==> src/scd_cpu_div.sv <==
`timescale 1ns/1ps

// ----------------------------------------------------------------
// Shared constants of the clock domain controller
// ----------------------------------------------------------------
package scd_pkg;
   // Rates, in MHz or Hz as printed
   localparam int          SCD_MCLK_MHZ      = 125;
   localparam int          SCD_MCLK_HZ       = 125_000_000;
   localparam int          SCD_XTAL_MHZ      = 32;
   localparam int          SCD_RC_MHZ        = 27;
   localparam int          SCD_RC_TRIM_MHZ   = 32;
   localparam int          SCD_SLOW_HZ       = 32768;
   // Crystal settle budget after reset
   localparam int          SCD_XTAL_WAIT_US  = 1000;
   localparam int          SCD_XTAL_WAIT_CYC = SCD_XTAL_WAIT_US * SCD_MCLK_MHZ;
   // Register byte offsets
   localparam logic [7:0]  SCD_CTRL_OFS      = 8'h00;
   localparam logic [7:0]  SCD_TRIM_OFS      = 8'h04;
   localparam logic [7:0]  SCD_WAKE_OFS      = 8'h08;
   localparam logic [7:0]  SCD_STAT_OFS      = 8'h0c;
   localparam logic [7:0]  SCD_CAL_OFS       = 8'h10;
   localparam logic [7:0]  SCD_CALRES_OFS    = 8'h14;
   // Control field positions
   localparam int          SCD_CTRL_SRC      = 0;
   localparam int          SCD_CTRL_AUTO     = 1;
   localparam int          SCD_CTRL_TFAST    = 2;
   localparam int          SCD_CTRL_DIV      = 4;
   localparam int          SCD_CTRL_SLOW     = 8;
   localparam int          SCD_CTRL_SLEEP    = 12;
   // Reset values and the divider limit
   localparam logic        SCD_SRC_RST       = 1'b1;
   localparam logic        SCD_AUTO_RST      = 1'b1;
   localparam logic [2:0]  SCD_DIV_RST       = 3'h1;
   localparam logic [2:0]  SCD_DIV_MAX       = 3'h5;
   localparam logic [5:0]  SCD_TRIM_RST      = 6'h1b;
   // Slow clock origins
   localparam logic [1:0]  SCD_SLOW_RC       = 2'h0;
   localparam logic [1:0]  SCD_SLOW_XTAL     = 2'h1;
   localparam logic [1:0]  SCD_SLOW_EXT      = 2'h2;
endpackage : scd_pkg

// ----------------------------------------------------------------
// CPU enable divider, changes factor only on a period boundary
// ----------------------------------------------------------------
module scd_cpu_div
   import scd_pkg::*;
(
   // Clock and reset
   input  wire logic       mclk,
   input  wire logic       resetn,
   // System tick and control
   input  wire logic       sysTick,
   input  wire logic       run,
   input  wire logic [2:0] divReq,
   // CPU enable and current divide factor
   output logic            cpuEn,
   output logic [2:0]      divCur
);
   typedef struct packed {
      logic [4:0] cnt;
      logic [2:0] div;
      logic       en;
   } scd_div_s;

   scd_div_s s_q;
   scd_div_s s_d;

   // Count system ticks; reload and take a new factor only at wrap
   always_comb begin
      s_d    = s_q;
      s_d.en = 1'b0;
      if (sysTick && run) begin
         if (s_q.cnt == 5'h00) begin
            s_d.en  = 1'b1;
            s_d.div = divReq;
            s_d.cnt = 5'((6'h01 << divReq) - 6'h01);
         end else begin
            s_d.cnt = s_q.cnt - 5'h01;
         end
      end
   end

   // State register
   always_ff @(posedge mclk or negedge resetn) begin
      if (!resetn) begin
         s_q <= '{cnt: 5'h00, div: SCD_DIV_RST, en: 1'b0};
      end else begin
         s_q <= s_d;
      end
   end

   assign cpuEn  = s_q.en;
   assign divCur = s_q.div;
endmodule : scd_cpu_div

==> src/scd_system_clock_domains.sv <==
// Our own choices: the APB slave port and the placing of the registers.
`timescale 1ns/1ps

// Contract
// Peripheral and CPU clocks from one system clock
// Crystal source gives 32 MHz system rate
// RC source 27 MHz, trimmable toward 32 MHz
// Peripheral clock is half the system rate
// Timers may take full-rate system clock
// CPU clock is system clock divided down
// Slow clock from RC, crystal or module
// Module on pin a, crystal across a and b
// Wake timers count on the slow clock
// Sleep halts CPU until a wake source
// Slow clock runs always, calibrated against peripheral
// Slow clock feeds the random generator
// Software avoids radio while on RC
// Boot on RC, auto switch to crystal
// CPU factors 1, 2, 4, 8, 16, 32 only
// CPU divider resets to divide by two
// Slow source never returns to internal RC
// Source and divider changes are glitch free

module scd_system_clock_domains
   import scd_pkg::*;
#(
   parameter int XTAL_WAIT_CYC = SCD_XTAL_WAIT_CYC
)(
   // Clock and reset
   input  wire logic        mclk,
   input  wire logic        resetn,
   // APB slave
   input  wire logic        psel,
   input  wire logic        penable,
   input  wire logic        pwrite,
   input  wire logic [7:0]  paddr,
   input  wire logic [31:0] pwdata,
   output logic             pready,
   output logic [31:0]      prdata,
   output logic             pslverr,
   // Oscillator and slow clock pins
   input  wire logic        xtalStable,
   input  wire logic        slow_clock_pin_a,
   input  wire logic        slow_clock_pin_b,
   // Wake sources
   input  wire logic        wakePin,
   input  wire logic        cmpWake,
   input  wire logic        pulseCntWake,
   // Clock enables out
   output logic             sysClkEn,
   output logic             perClkEn,
   output logic             tmrClkEn,
   output logic             cpuClkEn,
   output logic             slowClkEn,
   output logic             rngClkEn,
   // Status out
   output logic             sysOnXtal,
   output logic             cpuHalted,
   output logic             wakeTimerEvt
);
   typedef enum logic [2:0] {
      SYS_BOOT = 3'h1,
      SYS_XTAL = 3'h2,
      SYS_RC   = 3'h4
   } scd_sys_e;

   typedef struct packed {
      logic [3:0]  sync1;
      logic [3:0]  sync2;
      scd_sys_e    sys;
      logic [16:0] bootCnt;
      logic        bootTimeout;
      logic [6:0]  sysAcc;
      logic        sysTick;
      logic        perPhase;
      logic        perTick;
      logic        tmrTick;
      logic        srcXtal;
      logic        autoSw;
      logic        tmrFast;
      logic [2:0]  divReq;
      logic [1:0]  slowSel;
      logic [5:0]  rcInc;
      logic [26:0] slowAcc;
      logic        slowTick;
      logic        pinALast;
      logic [31:0] wakeCnt;
      logic        wakeEvt;
      logic        sleeping;
      logic        calBusy;
      logic        calDone;
      logic [7:0]  calLeft;
      logic [23:0] calCnt;
      logic [31:0] rdata;
      logic        slvErr;
   } scd_state_s;

   scd_state_s s_q;
   scd_state_s s_d;
   logic       cpuEn;
   logic [2:0] divCur;

   // ----------------------------------------------------------------
   // CPU clock divider
   // ----------------------------------------------------------------
   scd_cpu_div u_cpu_div (
      .mclk    (mclk),
      .resetn  (resetn),
      .sysTick (s_q.sysTick),
      .run     (!s_q.sleeping),
      .divReq  (s_q.divReq),
      .cpuEn   (cpuEn),
      .divCur  (divCur)
   );

   // ----------------------------------------------------------------
   // Next state
   // ----------------------------------------------------------------
   logic        xtalOk;
   logic        pinA;
   logic        pinB;
   logic        wrEn;
   logic        setup;
   logic [7:0]  sysSum;
   logic [5:0]  sysInc;
   logic [27:0] slowSum;
   logic        wakeAny;
   logic [1:0]  newSlow;
   logic [2:0]  newDiv;

   always_comb begin
      s_d        = s_q;
      xtalOk     = s_q.sync2[0];
      pinA       = s_q.sync2[1];
      pinB       = s_q.sync2[2];
      wrEn       = psel && penable && pwrite;
      setup      = psel && !penable;
      newSlow    = pwdata[SCD_CTRL_SLOW +: 2];
      newDiv     = pwdata[SCD_CTRL_DIV +: 3];
      // Two-stage synchronisers for pin and oscillator inputs
      s_d.sync1  = {wakePin, slow_clock_pin_b, slow_clock_pin_a, xtalStable};
      s_d.sync2  = s_q.sync1;
      s_d.pinALast = pinA;

      // Source selection, moved only on a tick boundary
      if (s_q.bootCnt != 17'h00000) begin
         s_d.bootCnt = s_q.bootCnt - 17'h00001;
      end
      case (s_q.sys)
         SYS_BOOT: begin
            if (s_q.bootCnt == 17'h00001 && !xtalOk) begin
               s_d.bootTimeout = 1'b1;
            end
            if (s_q.sysTick && !s_q.autoSw) begin
               s_d.sys = SYS_RC;
            end else if (s_q.sysTick && xtalOk) begin
               s_d.sys = SYS_XTAL;
            end
         end
         SYS_XTAL: begin
            if (s_q.sysTick && !s_q.srcXtal) begin
               s_d.sys = SYS_RC;
            end
         end
         SYS_RC: begin
            if (s_q.sysTick && s_q.srcXtal && xtalOk) begin
               s_d.sys = SYS_XTAL;
            end
         end
         default: s_d.sys = SYS_BOOT;
      endcase

      // System tick from a fractional accumulator on mclk
      sysInc = (s_q.sys == SYS_XTAL) ? 6'(SCD_XTAL_MHZ) : s_q.rcInc;
      sysSum = {1'b0, s_q.sysAcc} + {2'h0, sysInc};
      s_d.sysTick = 1'b0;
      s_d.perTick = 1'b0;
      s_d.tmrTick = 1'b0;
      if (sysSum >= 8'(SCD_MCLK_MHZ)) begin
         s_d.sysAcc  = 7'(sysSum - 8'(SCD_MCLK_MHZ));
         s_d.sysTick = 1'b1;
      end else begin
         s_d.sysAcc = 7'(sysSum);
      end
      // Peripheral and timer ticks stop while sleeping
      if (s_d.sysTick && !s_q.sleeping) begin
         s_d.perPhase = !s_q.perPhase;
         s_d.perTick  = s_q.perPhase;
         s_d.tmrTick  = s_q.tmrFast ? 1'b1 : s_q.perPhase;
      end

      // Slow clock tick from the chosen origin
      s_d.slowTick = 1'b0;
      slowSum      = {1'b0, s_q.slowAcc} + 28'(SCD_SLOW_HZ);
      case (s_q.slowSel)
         SCD_SLOW_XTAL: s_d.slowTick = pinA && !s_q.pinALast && !pinB;
         SCD_SLOW_EXT:  s_d.slowTick = pinA && !s_q.pinALast;
         default: begin
            if (slowSum >= 28'(SCD_MCLK_HZ)) begin
               s_d.slowAcc  = 27'(slowSum - 28'(SCD_MCLK_HZ));
               s_d.slowTick = 1'b1;
            end else begin
               s_d.slowAcc = 27'(slowSum);
            end
         end
      endcase

      // Wake timer on the slow clock
      s_d.wakeEvt = 1'b0;
      if (wrEn && paddr == SCD_WAKE_OFS) begin
         s_d.wakeCnt = pwdata;
      end else if (s_q.slowTick && s_q.wakeCnt != 32'h00000000) begin
         s_d.wakeCnt = s_q.wakeCnt - 32'h00000001;
         s_d.wakeEvt = (s_q.wakeCnt == 32'h00000001);
      end

      // Sleep; a wake source beats a sleep request in the same cycle
      wakeAny = s_d.wakeEvt || s_q.sync2[3] || cmpWake || pulseCntWake;
      if (wakeAny) begin
         s_d.sleeping = 1'b0;
      end else if (wrEn && paddr == SCD_CTRL_OFS && pwdata[SCD_CTRL_SLEEP]) begin
         s_d.sleeping = 1'b1;
      end

      // Calibration: count peripheral ticks over a slow-tick window
      if (wrEn && paddr == SCD_CAL_OFS) begin
         s_d.calBusy = (pwdata[7:0] != 8'h00);
         s_d.calDone = 1'b0;
         s_d.calLeft = pwdata[7:0];
         s_d.calCnt  = 24'h000000;
      end else if (s_q.calBusy) begin
         if (s_q.perTick) begin
            s_d.calCnt = s_q.calCnt + 24'h000001;
         end
         if (s_q.slowTick) begin
            s_d.calLeft = s_q.calLeft - 8'h01;
            if (s_q.calLeft == 8'h01) begin
               s_d.calBusy = 1'b0;
               s_d.calDone = 1'b1;
            end
         end
      end

      // Register writes
      if (wrEn && paddr == SCD_CTRL_OFS) begin
         s_d.srcXtal = pwdata[SCD_CTRL_SRC];
         s_d.autoSw  = pwdata[SCD_CTRL_AUTO];
         s_d.tmrFast = pwdata[SCD_CTRL_TFAST];
         if (newDiv <= SCD_DIV_MAX) begin
            s_d.divReq = newDiv;
         end
         if (newSlow == SCD_SLOW_XTAL || newSlow == SCD_SLOW_EXT) begin
            s_d.slowSel = newSlow;
         end
      end else if (wrEn && paddr == SCD_TRIM_OFS) begin
         if (pwdata[5:0] >= 6'(SCD_RC_MHZ) && pwdata[5:0] <= 6'(SCD_RC_TRIM_MHZ)) begin
            s_d.rcInc = pwdata[5:0];
         end
      end

      // Read data and error, prepared in the setup cycle
      if (setup) begin
         s_d.rdata  = 32'h00000000;
         s_d.slvErr = 1'b0;
         if (paddr == SCD_CTRL_OFS) begin
            s_d.rdata[SCD_CTRL_SRC]       = s_q.srcXtal;
            s_d.rdata[SCD_CTRL_AUTO]      = s_q.autoSw;
            s_d.rdata[SCD_CTRL_TFAST]     = s_q.tmrFast;
            s_d.rdata[SCD_CTRL_DIV +: 3]  = s_q.divReq;
            s_d.rdata[SCD_CTRL_SLOW +: 2] = s_q.slowSel;
            s_d.rdata[SCD_CTRL_SLEEP]     = s_q.sleeping;
         end else if (paddr == SCD_TRIM_OFS) begin
            s_d.rdata[5:0] = s_q.rcInc;
         end else if (paddr == SCD_WAKE_OFS) begin
            s_d.rdata = s_q.wakeCnt;
         end else if (paddr == SCD_STAT_OFS) begin
            s_d.rdata[5:0] = {s_q.bootTimeout, xtalOk, s_q.calDone, s_q.calBusy,
                              s_q.sleeping, (s_q.sys == SYS_XTAL)};
            s_d.rdata[10:8] = divCur;
         end else if (paddr == SCD_CALRES_OFS) begin
            s_d.rdata[23:0] = s_q.calCnt;
         end else if (paddr != SCD_CAL_OFS) begin
            s_d.slvErr = 1'b1;
         end
      end
   end

   // ----------------------------------------------------------------
   // State register
   // ----------------------------------------------------------------
   always_ff @(posedge mclk or negedge resetn) begin
      if (!resetn) begin
         s_q          <= '0;
         s_q.sys      <= SYS_BOOT;
         s_q.bootCnt  <= 17'(XTAL_WAIT_CYC);
         s_q.srcXtal  <= SCD_SRC_RST;
         s_q.autoSw   <= SCD_AUTO_RST;
         s_q.divReq   <= SCD_DIV_RST;
         s_q.slowSel  <= SCD_SLOW_RC;
         s_q.rcInc    <= SCD_TRIM_RST;
      end else begin
         s_q <= s_d;
      end
   end

   // ----------------------------------------------------------------
   // Outputs
   // ----------------------------------------------------------------
   assign pready       = 1'b1;
   assign prdata       = s_q.rdata;
   assign pslverr      = s_q.slvErr;
   assign sysClkEn     = s_q.sysTick;
   assign perClkEn     = s_q.perTick;
   assign tmrClkEn     = s_q.tmrTick;
   assign cpuClkEn     = cpuEn;
   assign slowClkEn    = s_q.slowTick;
   assign rngClkEn     = s_q.slowTick;
   assign sysOnXtal    = (s_q.sys == SYS_XTAL);
   assign cpuHalted    = s_q.sleeping;
   assign wakeTimerEvt = s_q.wakeEvt;
endmodule : scd_system_clock_domains

==> config.mk <==
export PLATFORM = sky130hd
export DESIGN_NAME = scd_system_clock_domains
export DESIGN_NICKNAME = d
export VERILOG_FILES = /design/src/scd_cpu_div.sv /design/src/scd_system_clock_domains.sv
export SDC_FILE = /design/constraint.sdc
export NUM_CORES = 1
export LEC_CHECK = 0
export BUFFER_PORTS_ARGS = -buffer_cell sky130_fd_sc_hd__buf_2
export CELL_PAD_IN_SITES_DETAIL_PLACEMENT = 2
export CELL_PAD_IN_SITES_GLOBAL_PLACEMENT = 2
export CORE_UTILIZATION = 27
export CTS_BUF_LIST = sky130_fd_sc_hd__clkbuf_8
export DETAILED_ROUTE_END_ITERATION = 7
export PLACE_DENSITY = 0.6
export SETUP_SLACK_MARGIN = 0.05
export SYNTH_ARGS = -nofsm -noshare
export SYNTH_HDL_FRONTEND = slang
export SYNTH_SLANG_ARGS = --single-unit
==> constraint.sdc <==
create_clock -name mclk -period 4.7 [get_ports mclk]
set_input_delay 0.235 -clock mclk [delete_from_list [all_inputs] [get_ports mclk]]
set_output_delay 0.235 -clock mclk [all_outputs]
set_load 0.01 [all_outputs]
# --- Word-level counts from Yosys, hierarchy flattened ---
# Index checks and enable logic that the tools add are counted.
# W data, S select, Z words.
word_totals:
  reg_bits: 193
  output_inout_bits: 43
classes:
  add_sub_neg: 10
  order_cmp: 5
  n_eq_ne: 19
  shift: 1
  muxes: 49
  bitwise_logic: 1
  reduce_logical: 53
op_table:
  columns: ["operator", "n"]
  rows:
  - ["$mux W24", 3]
  - ["$mux W34", 2]
  - ["$mux W33", 1]
  - ["$eq A32 B1 Y1 const B", 1]
  - ["$mux W32", 1]
  - ["$reduce_bool A32 Y1", 1]
  - ["$sub A32 B1 Y32 const B", 1]
  - ["$add A27 B16 Y28 const B", 1]
  - ["$ge A28 B27 Y1 const B", 1]
  - ["$mux W27", 1]
  - ["$sub A27 B27 Y27 const B", 1]
  - ["$mux W26", 1]
  - ["$add A24 B1 Y24 const B", 1]
  - ["$mux W3", 7]
  - ["$logic_and A1 B1 Y1", 20]
  - ["$mux W19", 1]
  - ["$mux W6", 3]
  - ["$eq A17 B1 Y1 const B", 1]
  - ["$mux W1", 17]
  - ["$reduce_bool A17 Y1", 1]
  - ["$sub A17 B1 Y17 const B", 1]
  - ["$eq A8 B4 Y1 const B", 2]
  - ["$eq A8 B5 Y1 const B", 2]
  - ["$mux W13", 1]
  - ["other kinds (37)", 66]

# --- Logic depth before layout (Yosys ltp) ---
# Gate-level depths: netlist (run 1).
logic_depth:
  depth_word: 8
  ltp_mapped: 13
  depth_no_buf: 12

# --- By module ---
# Synthesis (run 1) repeated with hierarchy kept, for this count alone.
unflattened:
  cells_unflattened: 1067
  area_unflattened_um2: 10005.8
modules_own_cells:
  columns: ["module", "n_inst", "cells_each", "area_per_inst_um2", "seq_area_each_um2"]
  rows:
  - ["scd_system_clock_domains", 1, 1020, 9502.9, 4473.0]
  - ["scd_cpu_div", 1, 47, 503.0, 226.5]

# --- Least setup slack after synthesis (run 1) ---
# OpenSTA, ideal clock, no wires.
synth_path:
  path_type: "register to register"
  from: "register s_q[175] in the netlist's numbering"
  to: "register s_q[153] in the netlist's numbering"
  setup_ns: 0.079
  arrival_ns: 3.324
  t_required_ns: 4.621
  slack_ns: 1.297
  stages_incl_launch_ff: 14
  n_path_buf: 2
  cell_sequence: "dfrtp_1 clkbuf_1 nor2_1 nor2b_1 ha_1 fa_1 a21o_1 a311o_1 a21oi_1 xnor2_1 o32a_1 buf_2 nor4_1 xor2_1"
synth_lines:
  columns: ["element", "line", "rtl"]
  rows:
  - ["start: declaration", "scd_system_clock_domains.sv:98", "scd_state_s s_q;"]

==> impl_metrics.csv, run 1 <==
group,metric,value,unit
detailed_routing,first_pass_iters,5,
placement,hpwl,22520,um
power,power_switching,1.197,mW
layout,num-nets-final,1261,
power,p_int,2.417,mW
detailed_routing,ant_nets,0,
placement,placed_cell_area,0.01106,mm^2
synth,synthMostInstantiatedCell,"dfrtp_1",
power,clockPowerShare,30.7,%
synth,synthDistinctLibCells,70,
layout,fill_cells,4322,
global_route,grt_max_degree,105,
clock_tree,clk-insertion-delay-late,490,ps
layout,multi_input_area,0.005052,mm^2
placement,dp.cells,1654,
min_path,hold_class,"in -> reg",
power,p_per_area,309.5,mW/mm^2
synth,netlist_top_cells_count,"dfrtp_1, nand2_1, nor2_1, a21oi_1, o21ai_0",
die,die_w,197.4,um
power,seq_power_share,51.0,%
synth,synth_edf_count,0,
synth,synth_ff_type,"dfrtp_1",
synth,synth_top_area_cell,"dfrtp_1",
critical_path,rr_worst_depth,12,
layout,final_cells,1711,
timing,relSlewSlack,36.06,%
placement,io_buffers,92,
timing,period_share,79.98,%
timing,layout_min_cycle_time,3759,ps
clock_tree,cts_tree,"built",
die,core_region_area,0.03767,mm^2
die,die_h,197.4,um
critical_path,path_max_fanout,9,
synth,synth_top_area_share,41.49,%
critical_path,arrival,4170,ps
layout,regArea,0.004700,mm^2
synth,synth_seq_cells,187,
synth,ys_seq_area_share,45.57,%
placement,globalplace.congestion,0.7803,
die,io_pins,94,
synth,avgSynthCellArea,9.158,um^2
clock_tree,htreeDepth,4,
critical_path,end_kind,"flip-flop",
critical_path,cp-start-kind,"flip-flop",
timing,fin_setup_tns,0,ps
clock_tree,clkTransAtPathRegs,100,ps
detailed_routing,drt_wl_total,31240,um
die,die_area,0.03898,mm^2
clock_tree,cts_made_buffers,17,
timing,max_slew.worst_pin.slew,951.8,ps
detailed_routing,drtIter0Drc,378,
power,max-vdd-ir-drop,162.7,uV
critical_path,worstSetupPathType,"reg -> reg",
global_route,grt_pass1_vias,8944,
detailed_routing,wire_per_inst,18.26,um
global_route,grt.overflow.total,0,
detailed_routing,drc,0,
synth,syn_area,0.01031,mm^2
detailed_routing,viasPerCell,4.835,
synth,synth_warnings,0,
detailed_routing,routed-via-count,8272,
timing,setup_viol_count_final,0,
power,combPwrFrac,18.3,%
min_path,hold_path_depth,3,
timing,drv_slew,0,
die,start_util,27.38,%
synth,netlist_instances,1126,
timing,fin_skew,15.46,ps
layout,syn_to_final_growth,13.21,%
global_route,grt_pass1_wl,50630,um
timing,fmaxAchievable,266.0,MHz
run,drv_cap,0,
synth,synth_area_leaders,"dfrtp_1, xnor2_1, nand2_1",
layout,final_area,0.01167,mm^2
timing,rsz0062_at_grt,"false",
clock_tree,clockBufferDepth,2,
power,p_leak,4.900,nW
layout,drive_gt1_share,14.86,%
timing,hold_violations,0,
die,rows,71,
global_route,grt_usage,16.73,%
critical_path,required,5110,ps
global_route,antenna_found_initial,3,
clock_tree,clock_sinks,187,
synth,syn_nets,1202,
synth,ys_async_sr_fraction,100.0,%
clock_tree,clockRootBuffer,"clkbuf_8",
power,switching_share,33.12,%
status,status,"complete, no violations",
## layout make-up
cell class                      instances  share of cell area (%)
Clock inverter                         14                   1.157
Inverter                               27                  0.8681
Sequential cell                       187                   40.25
Multi-Input combinational cell        826                   43.28
Clock buffer                           18                   2.122
Antenna cell                            2                 0.04287
Timing Repair Buffer                  126                   6.805
Tap cell                              511                   5.476
## worst max-delay path: stages (launching register included)
cell	delay, ps
dfstp_2	400
nand2b_1	180
nor2_1	410
nor2b_1	100
ha_1	250
fa_1	430
a21o_1	200
a311o_1	350
a21oi_1	190
xnor2_1	120
o32a_1	470
nor4_1	380
xor2_1	200
## path summary, 6_finish.rpt
path                       startpoint  endpoint  slack (ps)
min                        pwdata[13]   s_q[82]          40
min reg2reg                  s_d[177]      pinA         360
max                          s_q[173]  s_q[153]         940
max in group asynchronous      resetn   s_q[48]        3250
max reg2reg                  s_q[173]  s_q[153]         940
min in group asynchronous      resetn  s_q[151]         450
## power by group through the flow
stage	combinational, mW	sequential (mW)	clock, mW
final	0.662	1.84	1.11
after CTS	0.676	1.84	1.18
after global routing	0.752	1.86	1.22
after detailed placement	0.659	1.87	0
after floorplan	0.514	1.79	0
after global placement	0.639	1.87	0
## cells by family (layout without fill, tap and decap cells)
kind of cell             after synthesis  in the layout  synth area share (%)
multiplexers                          24             24                 2.512
AND/OR/NAND/NOR                      439            439                 20.88
flip-flops                           187            187                 45.57
buffers and inverters                113            185                 5.533
XOR/XNOR                              97             97                 8.311
other                                  1              3               0.03636
adder cells (fa/ha/maj)               25             25                 3.106
AO/OA/AOI/OAI                        240            240                 14.05
## per-stage QoR
step | hold WS [ps] | util [%] | power [mW] | worst slack (ps)
CTS | 1.019 | 30.98 | 3.696 | 926.1
finish | 43.36 | 31.00 | 3.613 | 940.9
floorplan | -60.59 | - | 2.308 | 1297
detailed placement | 340.9 | 29.35 | 2.533 | 976.5
global route | 18.19 | 31.00 | 3.838 | 597.4
global placement | 334.7 | 29.35 | 2.509 | 1055
## sequential cells by signal, summed over array words and instances, names as in the netlist, 3 cells and up
register	flops
prdata	32
u_cpu_div.divCur	3
u_cpu_div.s_q	5
s_d	4
s_q	133
## layer usage
metal | global-route usage, % | share of wire, % | up-vias
met5 | 0 | 0.026 | -
met4 | 4.737 | 1.5 | 2
met3 | 2.459 | 2.4 | 22
met2 | 26.72 | 46 | 83
met1 | 23.38 | 50 | 4147
li1 | - | - | 4018
## placed cells by master, fill, tap and decap left out, types with 23 or more instances in the layout
cell type      netlist  routed
nor2_1             114     114
o21ai_0             74      74
buf_2                9      91
a21oi_1             82      82
xor2_1              43      43
ha_1                24      24
inv_1               26      27
xnor2_1             53      53
nand3_1             39      39
dfrtp_1            171     171
dlygate4sd3_1        0      23
nand2_1            121     121
nor3_1              38      38
## repair_timing
action,CTS,global route
endpoints found under the hold margin,117,0
resized for setup,0,0
hold buffers,23,0
buffers inserted,0,0
(Power assumes the default switching activity.)
==> inputs of run 2 (changes only) <==
==> constraint.sdc (replaced) <==
create_clock -name mclk -period 3.5 [get_ports mclk]
set_input_delay 0.175 -clock mclk [delete_from_list [all_inputs] [get_ports mclk]]
set_output_delay 0.175 -clock mclk [all_outputs]
set_load 0.01 [all_outputs]
==> run 2 against run 1 <==
Largest cell class unchanged. Clock skew up 3.5 ps. Critical path depth up 1. Combinational power up 49%. Final area up 3.1%. Sequential cell count unchanged. Global-route usage up 0.38 points.
==> impl_metrics.csv, run 2 (synthesis gave the netlist of run 1 again) <==
group,metric,value,unit
timing,setup_viol_count_final,0,
detailed_routing,wire_per_inst,18.37,um
placement,io_buffers,92,
critical_path,cp_top_family,"compound AO/OA/AOI/OAI gates",
critical_path,regToRegSetupSlack,270,ps
die,start_util,27.38,%
clock_tree,cts_tree,"built",
global_route,grt_usage,17.11,%
layout,final_common_cell,"dfrtp_1",
power,p_leak,5.060,nW
detailed_routing,ant_nets,0,
timing,fmaxAchievable,309.6,MHz
critical_path,worstSetupPathType,"reg -> reg",
detailed_routing,viasPerCell,4.862,
clock_tree,clockRootBuffer,"clkbuf_8",
critical_path,path_cells,"nand2b_1 -> nor2_2 -> nor2b_1 -> ha_1 -> fa_1 -> a21o_1 -> a311o_1 -> a21oi_1 -> xnor2_1 -> o32a_4 -> buf_4 -> nor2_2 -> xor2_1",
timing,fin_skew,18.99,ps
die,rows,71,
critical_path,end_kind,"flip-flop",
layout,drive_gt1_share,16.56,%
power,max-vdd-ir-drop,260.7,uV
clock_tree,htreeDepth,4,
global_route,grt_pass1_wl,51650,um
timing,fin_setup_tns,0,ps
die,core_region_area,0.03767,mm^2
power,clockPowerShare,30.8,%
critical_path,cp-start-kind,"flip-flop",
global_route,grt_max_degree,75,
critical_path,path_max_fanout,7,
detailed_routing,drt_wl_total,32020,um
clock_tree,clockBufferDepth,2,
clock_tree,clkTransAtPathRegs,110,ps
power,power_switching,1.628,mW
power,switching_share,32.96,%
die,io_pins,94,
detailed_routing,drtIter0Drc,288,
power,combPwrFrac,20.0,%
critical_path,cpPeakStageDelay,420,ps
placement,hpwl,23250,um
timing,drv_slew,0,
layout,fill_cells,4279,
die,die_w,197.4,um
detailed_routing,first_pass_iters,4,
layout,largest_reg_flops,133,
critical_path,cpMostUsedCell,"nor2_2",
die,die_h,197.4,um
layout,regMostFlops,"s_q",
power,p_int,3.311,mW
detailed_routing,routed-via-count,8475,
critical_path,r2r-start,"s_q[173]",
critical_path,crit_slowest_cell,"o32a_4",
layout,num-nets-final,1295,
min_path,hp-start,"pwdata[4]",
global_route,antenna_found_initial,0,
min_path,hold_path_end,"s_q[61]",
critical_path,required,3910,ps
power,p_per_area,410.5,mW/mm^2
status,status,"complete, no violations",
critical_path,rr_worst_depth,13,
min_path,hold_path_depth,3,
clock_tree,clock_sinks,187,
die,die_area,0.03898,mm^2
critical_path,critPathBufInv,1,
timing,rsz0062_at_grt,"false",
placement,globalplace.congestion,0.7523,
clock_tree,cts_made_buffers,17,
timing,hold_violations,0,
timing,max_slew.worst_pin.slew,760.1,ps
clock_tree,clk-insertion-delay-late,490,ps
timing,relSlewSlack,49.33,%
timing,period_share,92.29,%
min_path,hold_class,"in -> reg",
power,seq_power_share,49.3,%
layout,syn_to_final_growth,16.67,%
run,drv_cap,0,
layout,layout_common_cells,"dfrtp_1, nand2_1, nor2_1, buf_2, a21oi_1",
global_route,grt.overflow.total,0,
global_route,grt_pass1_vias,9126,
layout,num_antenna_cells,0,
layout,final_util,31.94,%
detailed_routing,drc,0,
timing,layout_min_cycle_time,3230,ps
critical_path,arrival,3640,ps
critical_path,timing.rr.end,"s_q[146]",
[run 2: changes by cell type in the layout (fill, tap and decap cells not counted), moves of 2 or more]
| cell | change |
|---|---|
| a211oi_2 | +2 |
| clkinv_2 | -2 |
| dlygate4sd3_1 | +16 |
| nor2_1 | -2 |
| nor2_2 | +2 |
| buf_4 | +17 |
| a211oi_1 | -2 |
| diode_2 | -2 |
[run 2: final cells by class]
type / count / area, um^2 / area share, %
repair buffers: 160 / 1102 / 9.162
clock inverters: 13 / 132.6 / 1.102
inverters: 27 / 101.3 / 0.8423
clock buffers: 19 / 261.5 / 2.173
multi-input cells: 826 / 5095 / 42.35
flip-flops and latches: 187 / 4700 / 39.06
well taps: 511 / 639.4 / 5.314
[run 2: stage by stage]
step / hold WS, ps / power, mW / worst slack (ps) / cell area, um^2 / cells
global route: 40.73 / 5.236 / 59.36 / 12030 / 1743
global placement: 281.7 / 3.418 / 159.3 / 11200 / 1672
finish: 49.11 / 4.940 / 270.0 / 12030 / 1743
floorplan: -120.6 / 3.099 / 96.51 / 10310 / 1126
detailed placement: 283.9 / 3.442 / 84.74 / 11200 / 1672
CTS: 4.304 / 5.046 / 92.36 / 11990 / 1743
[run 2: tightest hold or removal path, cell delays in order]
cell	delay, ps
buf_2	170
nand2_1	80
o21ai_0	70
[run 2: how the worst max path moves through the flow]
| stage | start | to | slack (ps) | cells after the start |
|---|---|---|---|---|
| finish | s_q[173] | s_q[146] | 270 | 13 |
| global route | s_q[173] | s_q[153] | 60 | 12 |
| CTS | s_q[173] | s_q[146] | 90 | 12 |
| detailed placement | s_q[173] | s_q[146] | 80 | 12 |
| global placement | s_q[173] | s_q[153] | 160 | 11 |
| floorplan | s_q[175] | s_q[153] | 100 | 13 |
[run 2: timing repair]
action,in CTS,in global routing
setup endpoints to repair,2,8
setup buffers,0,0
hold buffers,39,0
resized for setup,1,9
endpoints found under the hold margin,108,0
[run 2: per-layer routing]
metal | wire [um] | up-vias | global-route usage (%)
met2 | 15090 | 83 | 27.90
li1 | - | 4073 | -
met3 | 525 | 24 | 2.134
met5 | 0 | - | 0
met4 | 396 | 0 | 4.393
met1 | 16010 | 4295 | 23.86
[run 2: power groups by stage]
stage                     combinational (mW)  sequential (mW)  clock (mW)
after global placement                 0.945             2.47           0
after CTS                               1.00             2.44        1.61
after floorplan                        0.690             2.41           0
final                                  0.986             2.43        1.52
after detailed placement               0.964             2.48           0
after global routing                    1.12             2.46        1.66
==> inputs of run 3 (changes only) <==
--- a/config.mk
+++ b/config.mk
@@ -5,13 +5,14 @@
 export SDC_FILE = /design/constraint.sdc
 export NUM_CORES = 1
 export LEC_CHECK = 0
+export ABC_AREA = 1
 export BUFFER_PORTS_ARGS = -buffer_cell sky130_fd_sc_hd__buf_2
 export CELL_PAD_IN_SITES_DETAIL_PLACEMENT = 2
 export CELL_PAD_IN_SITES_GLOBAL_PLACEMENT = 2
 export CORE_UTILIZATION = 27
 export CTS_BUF_LIST = sky130_fd_sc_hd__clkbuf_8
 export DETAILED_ROUTE_END_ITERATION = 7
-export PLACE_DENSITY = 0.6
+export PLACE_DENSITY = 0.63
 export SETUP_SLACK_MARGIN = 0.05
 export SYNTH_ARGS = -nofsm -noshare
 export SYNTH_HDL_FRONTEND = slang
==> run 3 against run 2 <==
Combinational power down 12%. Utilization down 0.36 points. Final area up 4.5%. Register-to-register slack better by 200 ps. Sequential share of layout area down 1.7 points. Fmax up 6.6%. Critical endpoint unchanged. Hold slack better by 1.5 ps. Via count up 18%. Power down 1.4%. Highest routed layer unchanged.
==> impl_metrics.csv, run 3 <==
group,metric,value,unit
status,status,"complete, no violations",
detailed_routing,drt_wl_total,37690,um
synth,ys_seq_area_share,43.09,%
clock_tree,clk-insertion-delay-late,510,ps
timing,fin_ws,470.9,ps
timing,fin_setup_tns,0,ps
synth,synth_top_area_share,39.23,%
timing,setup_viol_count_final,0,
critical_path,cpPeakStageDelay,440,ps
detailed_routing,routed-via-count,9967,
die,core_region_area,0.03982,mm^2
layout,largest_reg_flops,133,
die,rows,73,
clock_tree,clkTransAtPathRegs,100,ps
layout,multi_input_area,0.005056,mm^2
synth,synth_edf_count,0,
critical_path,arrival,3430,ps
timing,layout_min_cycle_time,3029,ps
clock_tree,clock_sinks,187,
synth,syn_area,0.01091,mm^2
global_route,grt_usage,19.09,%
placement,place_ws,317.3,ps
critical_path,path_max_fanout,14,
critical_path,cpMostUsedCell,"nand2_1",
layout,final_common_cell,"nand2_1",
placement,globalplace.congestion,0.7949,
detailed_routing,drtIter0Drc,393,
detailed_routing,ant_nets,0,
die,die_h,203.0,um
clock_tree,cts_made_buffers,17,
critical_path,rr_worst_depth,14,
timing,hold_violations,0,
clock_tree,clockRootBuffer,"clkbuf_8",
critical_path,end_kind,"flip-flop",
layout,fill_cells,4770,
layout,drive_gt1_share,12.20,%
clock_tree,clockBufferDepth,2,
detailed_routing,first_pass_iters,4,
synth,synthDistinctLibCells,50,
timing,period_share,86.55,%
synth,syn_nets,1503,
global_route,grt_max_degree,71,
critical_path,path_cells,"nor3_1 -> inv_1 -> nand2_1 -> inv_1 -> ha_1 -> fa_1 -> xor2_1 -> nand3_1 -> a21oi_1 -> nand3_1 -> nand2_2 -> nand2_1 -> nand2_1 -> nand2_1",
layout,syn_to_final_growth,15.30,%
layout,layout_common_cells,"nand2_1, inv_1, dfrtp_1, nor2_1, nand3_1",
clock_tree,cts_tree,"built",
placement,hpwl,28650,um
timing,fmaxAchievable,330.1,MHz
critical_path,crit_path_end,"s_q[146]",
clock_tree,htreeDepth,4,
timing,relSlewSlack,21.85,%
synth,synth_top_area_cell,"dfrtp_1",
synth,ys_async_sr_fraction,100.0,%
die,die_w,203.0,um
critical_path,regToRegSetupSlack,470,ps
power,max-vdd-ir-drop,242.0,uV
synth,netlist_instances,1427,
critical_path,worstSetupPathType,"reg -> reg",
timing,fin_skew,22.26,ps
run,drv_cap,0,
global_route,grt.overflow.total,0,
global_route,grt_pass1_wl,61130,um
critical_path,crit_slowest_cell,"fa_1",
placement,io_buffers,92,
layout,num-nets-final,1605,
synth,synth_warnings,0,
die,die_area,0.04120,mm^2
synth,synth_seq_cells,187,
detailed_routing,viasPerCell,4.824,
critical_path,worstSetupStartpoint,"s_q[175]",
global_route,antenna_found_initial,0,
global_route,grt_pass1_vias,11060,
synth,avgSynthCellArea,7.643,um^2
power,p_leak,6.212,nW
power,p_per_area,387.2,mW/mm^2
timing,max_slew.worst_pin.slew,1171,ps
detailed_routing,drc,0,
critical_path,r2r-start,"s_q[175]",
synth,synth_ff_type,"dfrtp_1",
timing,rsz0062_at_grt,"false",
synth,netlist_top_cells_count,"nand2_1, inv_1, dfrtp_1, nor2_1, nand3_1",
timing,drv_slew,0,
detailed_routing,wire_per_inst,18.24,um
die,io_pins,94,
layout,regMostFlops,"s_q",
layout,regArea,0.004700,mm^2
synth,synth_area_leaders,"dfrtp_1, nand2_1, inv_1",
layout,num_antenna_cells,0,
die,start_util,27.39,%
critical_path,required,3900,ps
min_path,hold_class,"in -> reg",
critical_path,cp-start-kind,"flip-flop",
critical_path,timing.rr.end,"s_q[146]",
synth,synthMostInstantiatedCell,"nand2_1",
==> run 3: through the flow <==
step                      total power, mW  instances  hold WS (ps)  utilization (%)  instance area, um^2
after floorplan                     2.933       1427        -120.6                -                10910
after global placement              3.202       2001         229.6            29.64                11800
after detailed placement            3.237       2001         230.4            29.64                11800
after CTS                           4.958       2066         13.37            31.57                12570
after global routing                5.149       2066         41.46            31.58                12580
final                               4.869       2066         50.64            31.58                12580
==> run 3: what timing repair did <==
action / CTS / global route
hold endpoints to repair: 84 / 0
gates resized for setup: 0 / 1
hold buffers: 34 / 0
setup endpoints to repair: 0 / 4
buffers inserted: 0 / 0
==> run 3: area by class of cell <==
cell class                      count  share of cell area (%)
Clock buffer                       17                   1.861
Clock inverter                     14                   1.552
Inverter                          207                   6.178
Multi-Input combinational cell    972                   40.20
Sequential cell                   187                   37.37
Tap cell                          525                   5.223
Timing Repair Buffer              144                   7.611
==> run 3: logic make-up (layout without fill, tap and decap cells) <==
kind of cell	Yosys count	after routing	share of synthesized area, %
AND/OR/NAND/NOR	679	679	27.50
buffers and inverters	268	382	10.60
flip-flops	187	187	43.09
XOR/XNOR	47	47	3.774
AO/OA/AOI/OAI	220	220	12.07
adder cells (fa/ha/maj)	25	25	2.937
other	1	1	0.03438
==> run 3: per-layer routing <==
metal | track usage [%] | part of all wire [%]
met1 | 25.99 | 49
met4 | 5.505 | 1.7
met5 | 0 | 0
met2 | 31.71 | 47
met3 | 2.231 | 2.2
==> run 3: how the worst min path moves through the flow <==
stage	start	to	slack (ps)	cells after the start
global route	pwdata[9]	s_q[78]	40	3
finish	pwdata[5]	s_q[140]	50	3
global placement	resetn	s_q[127]	230	1
detailed placement	resetn	s_q[129]	230	1
CTS	pwdata[5]	s_q[140]	10	3
floorplan	resetn	cpuHalted	-120	0
==> run 3: worst max-delay path: cells and delay by family, from the launching register on <==
| family | cells | cell delay, ps |
|---|---|---|
| buf+inv | 2 | 220 |
| simple gates | 8 | 1140 |
| fa+ha+maj | 2 | 650 |
| compound gates | 1 | 160 |
| flops | 1 | 390 |
| xor+xnor | 1 | 360 |
==> run 3: where the power goes <==
part           switching [mW]  internal [mW]  total (mW)
Combinational           0.569          0.298       0.867
Clock                   0.885          0.779        1.66
Sequential              0.100           2.24        2.34
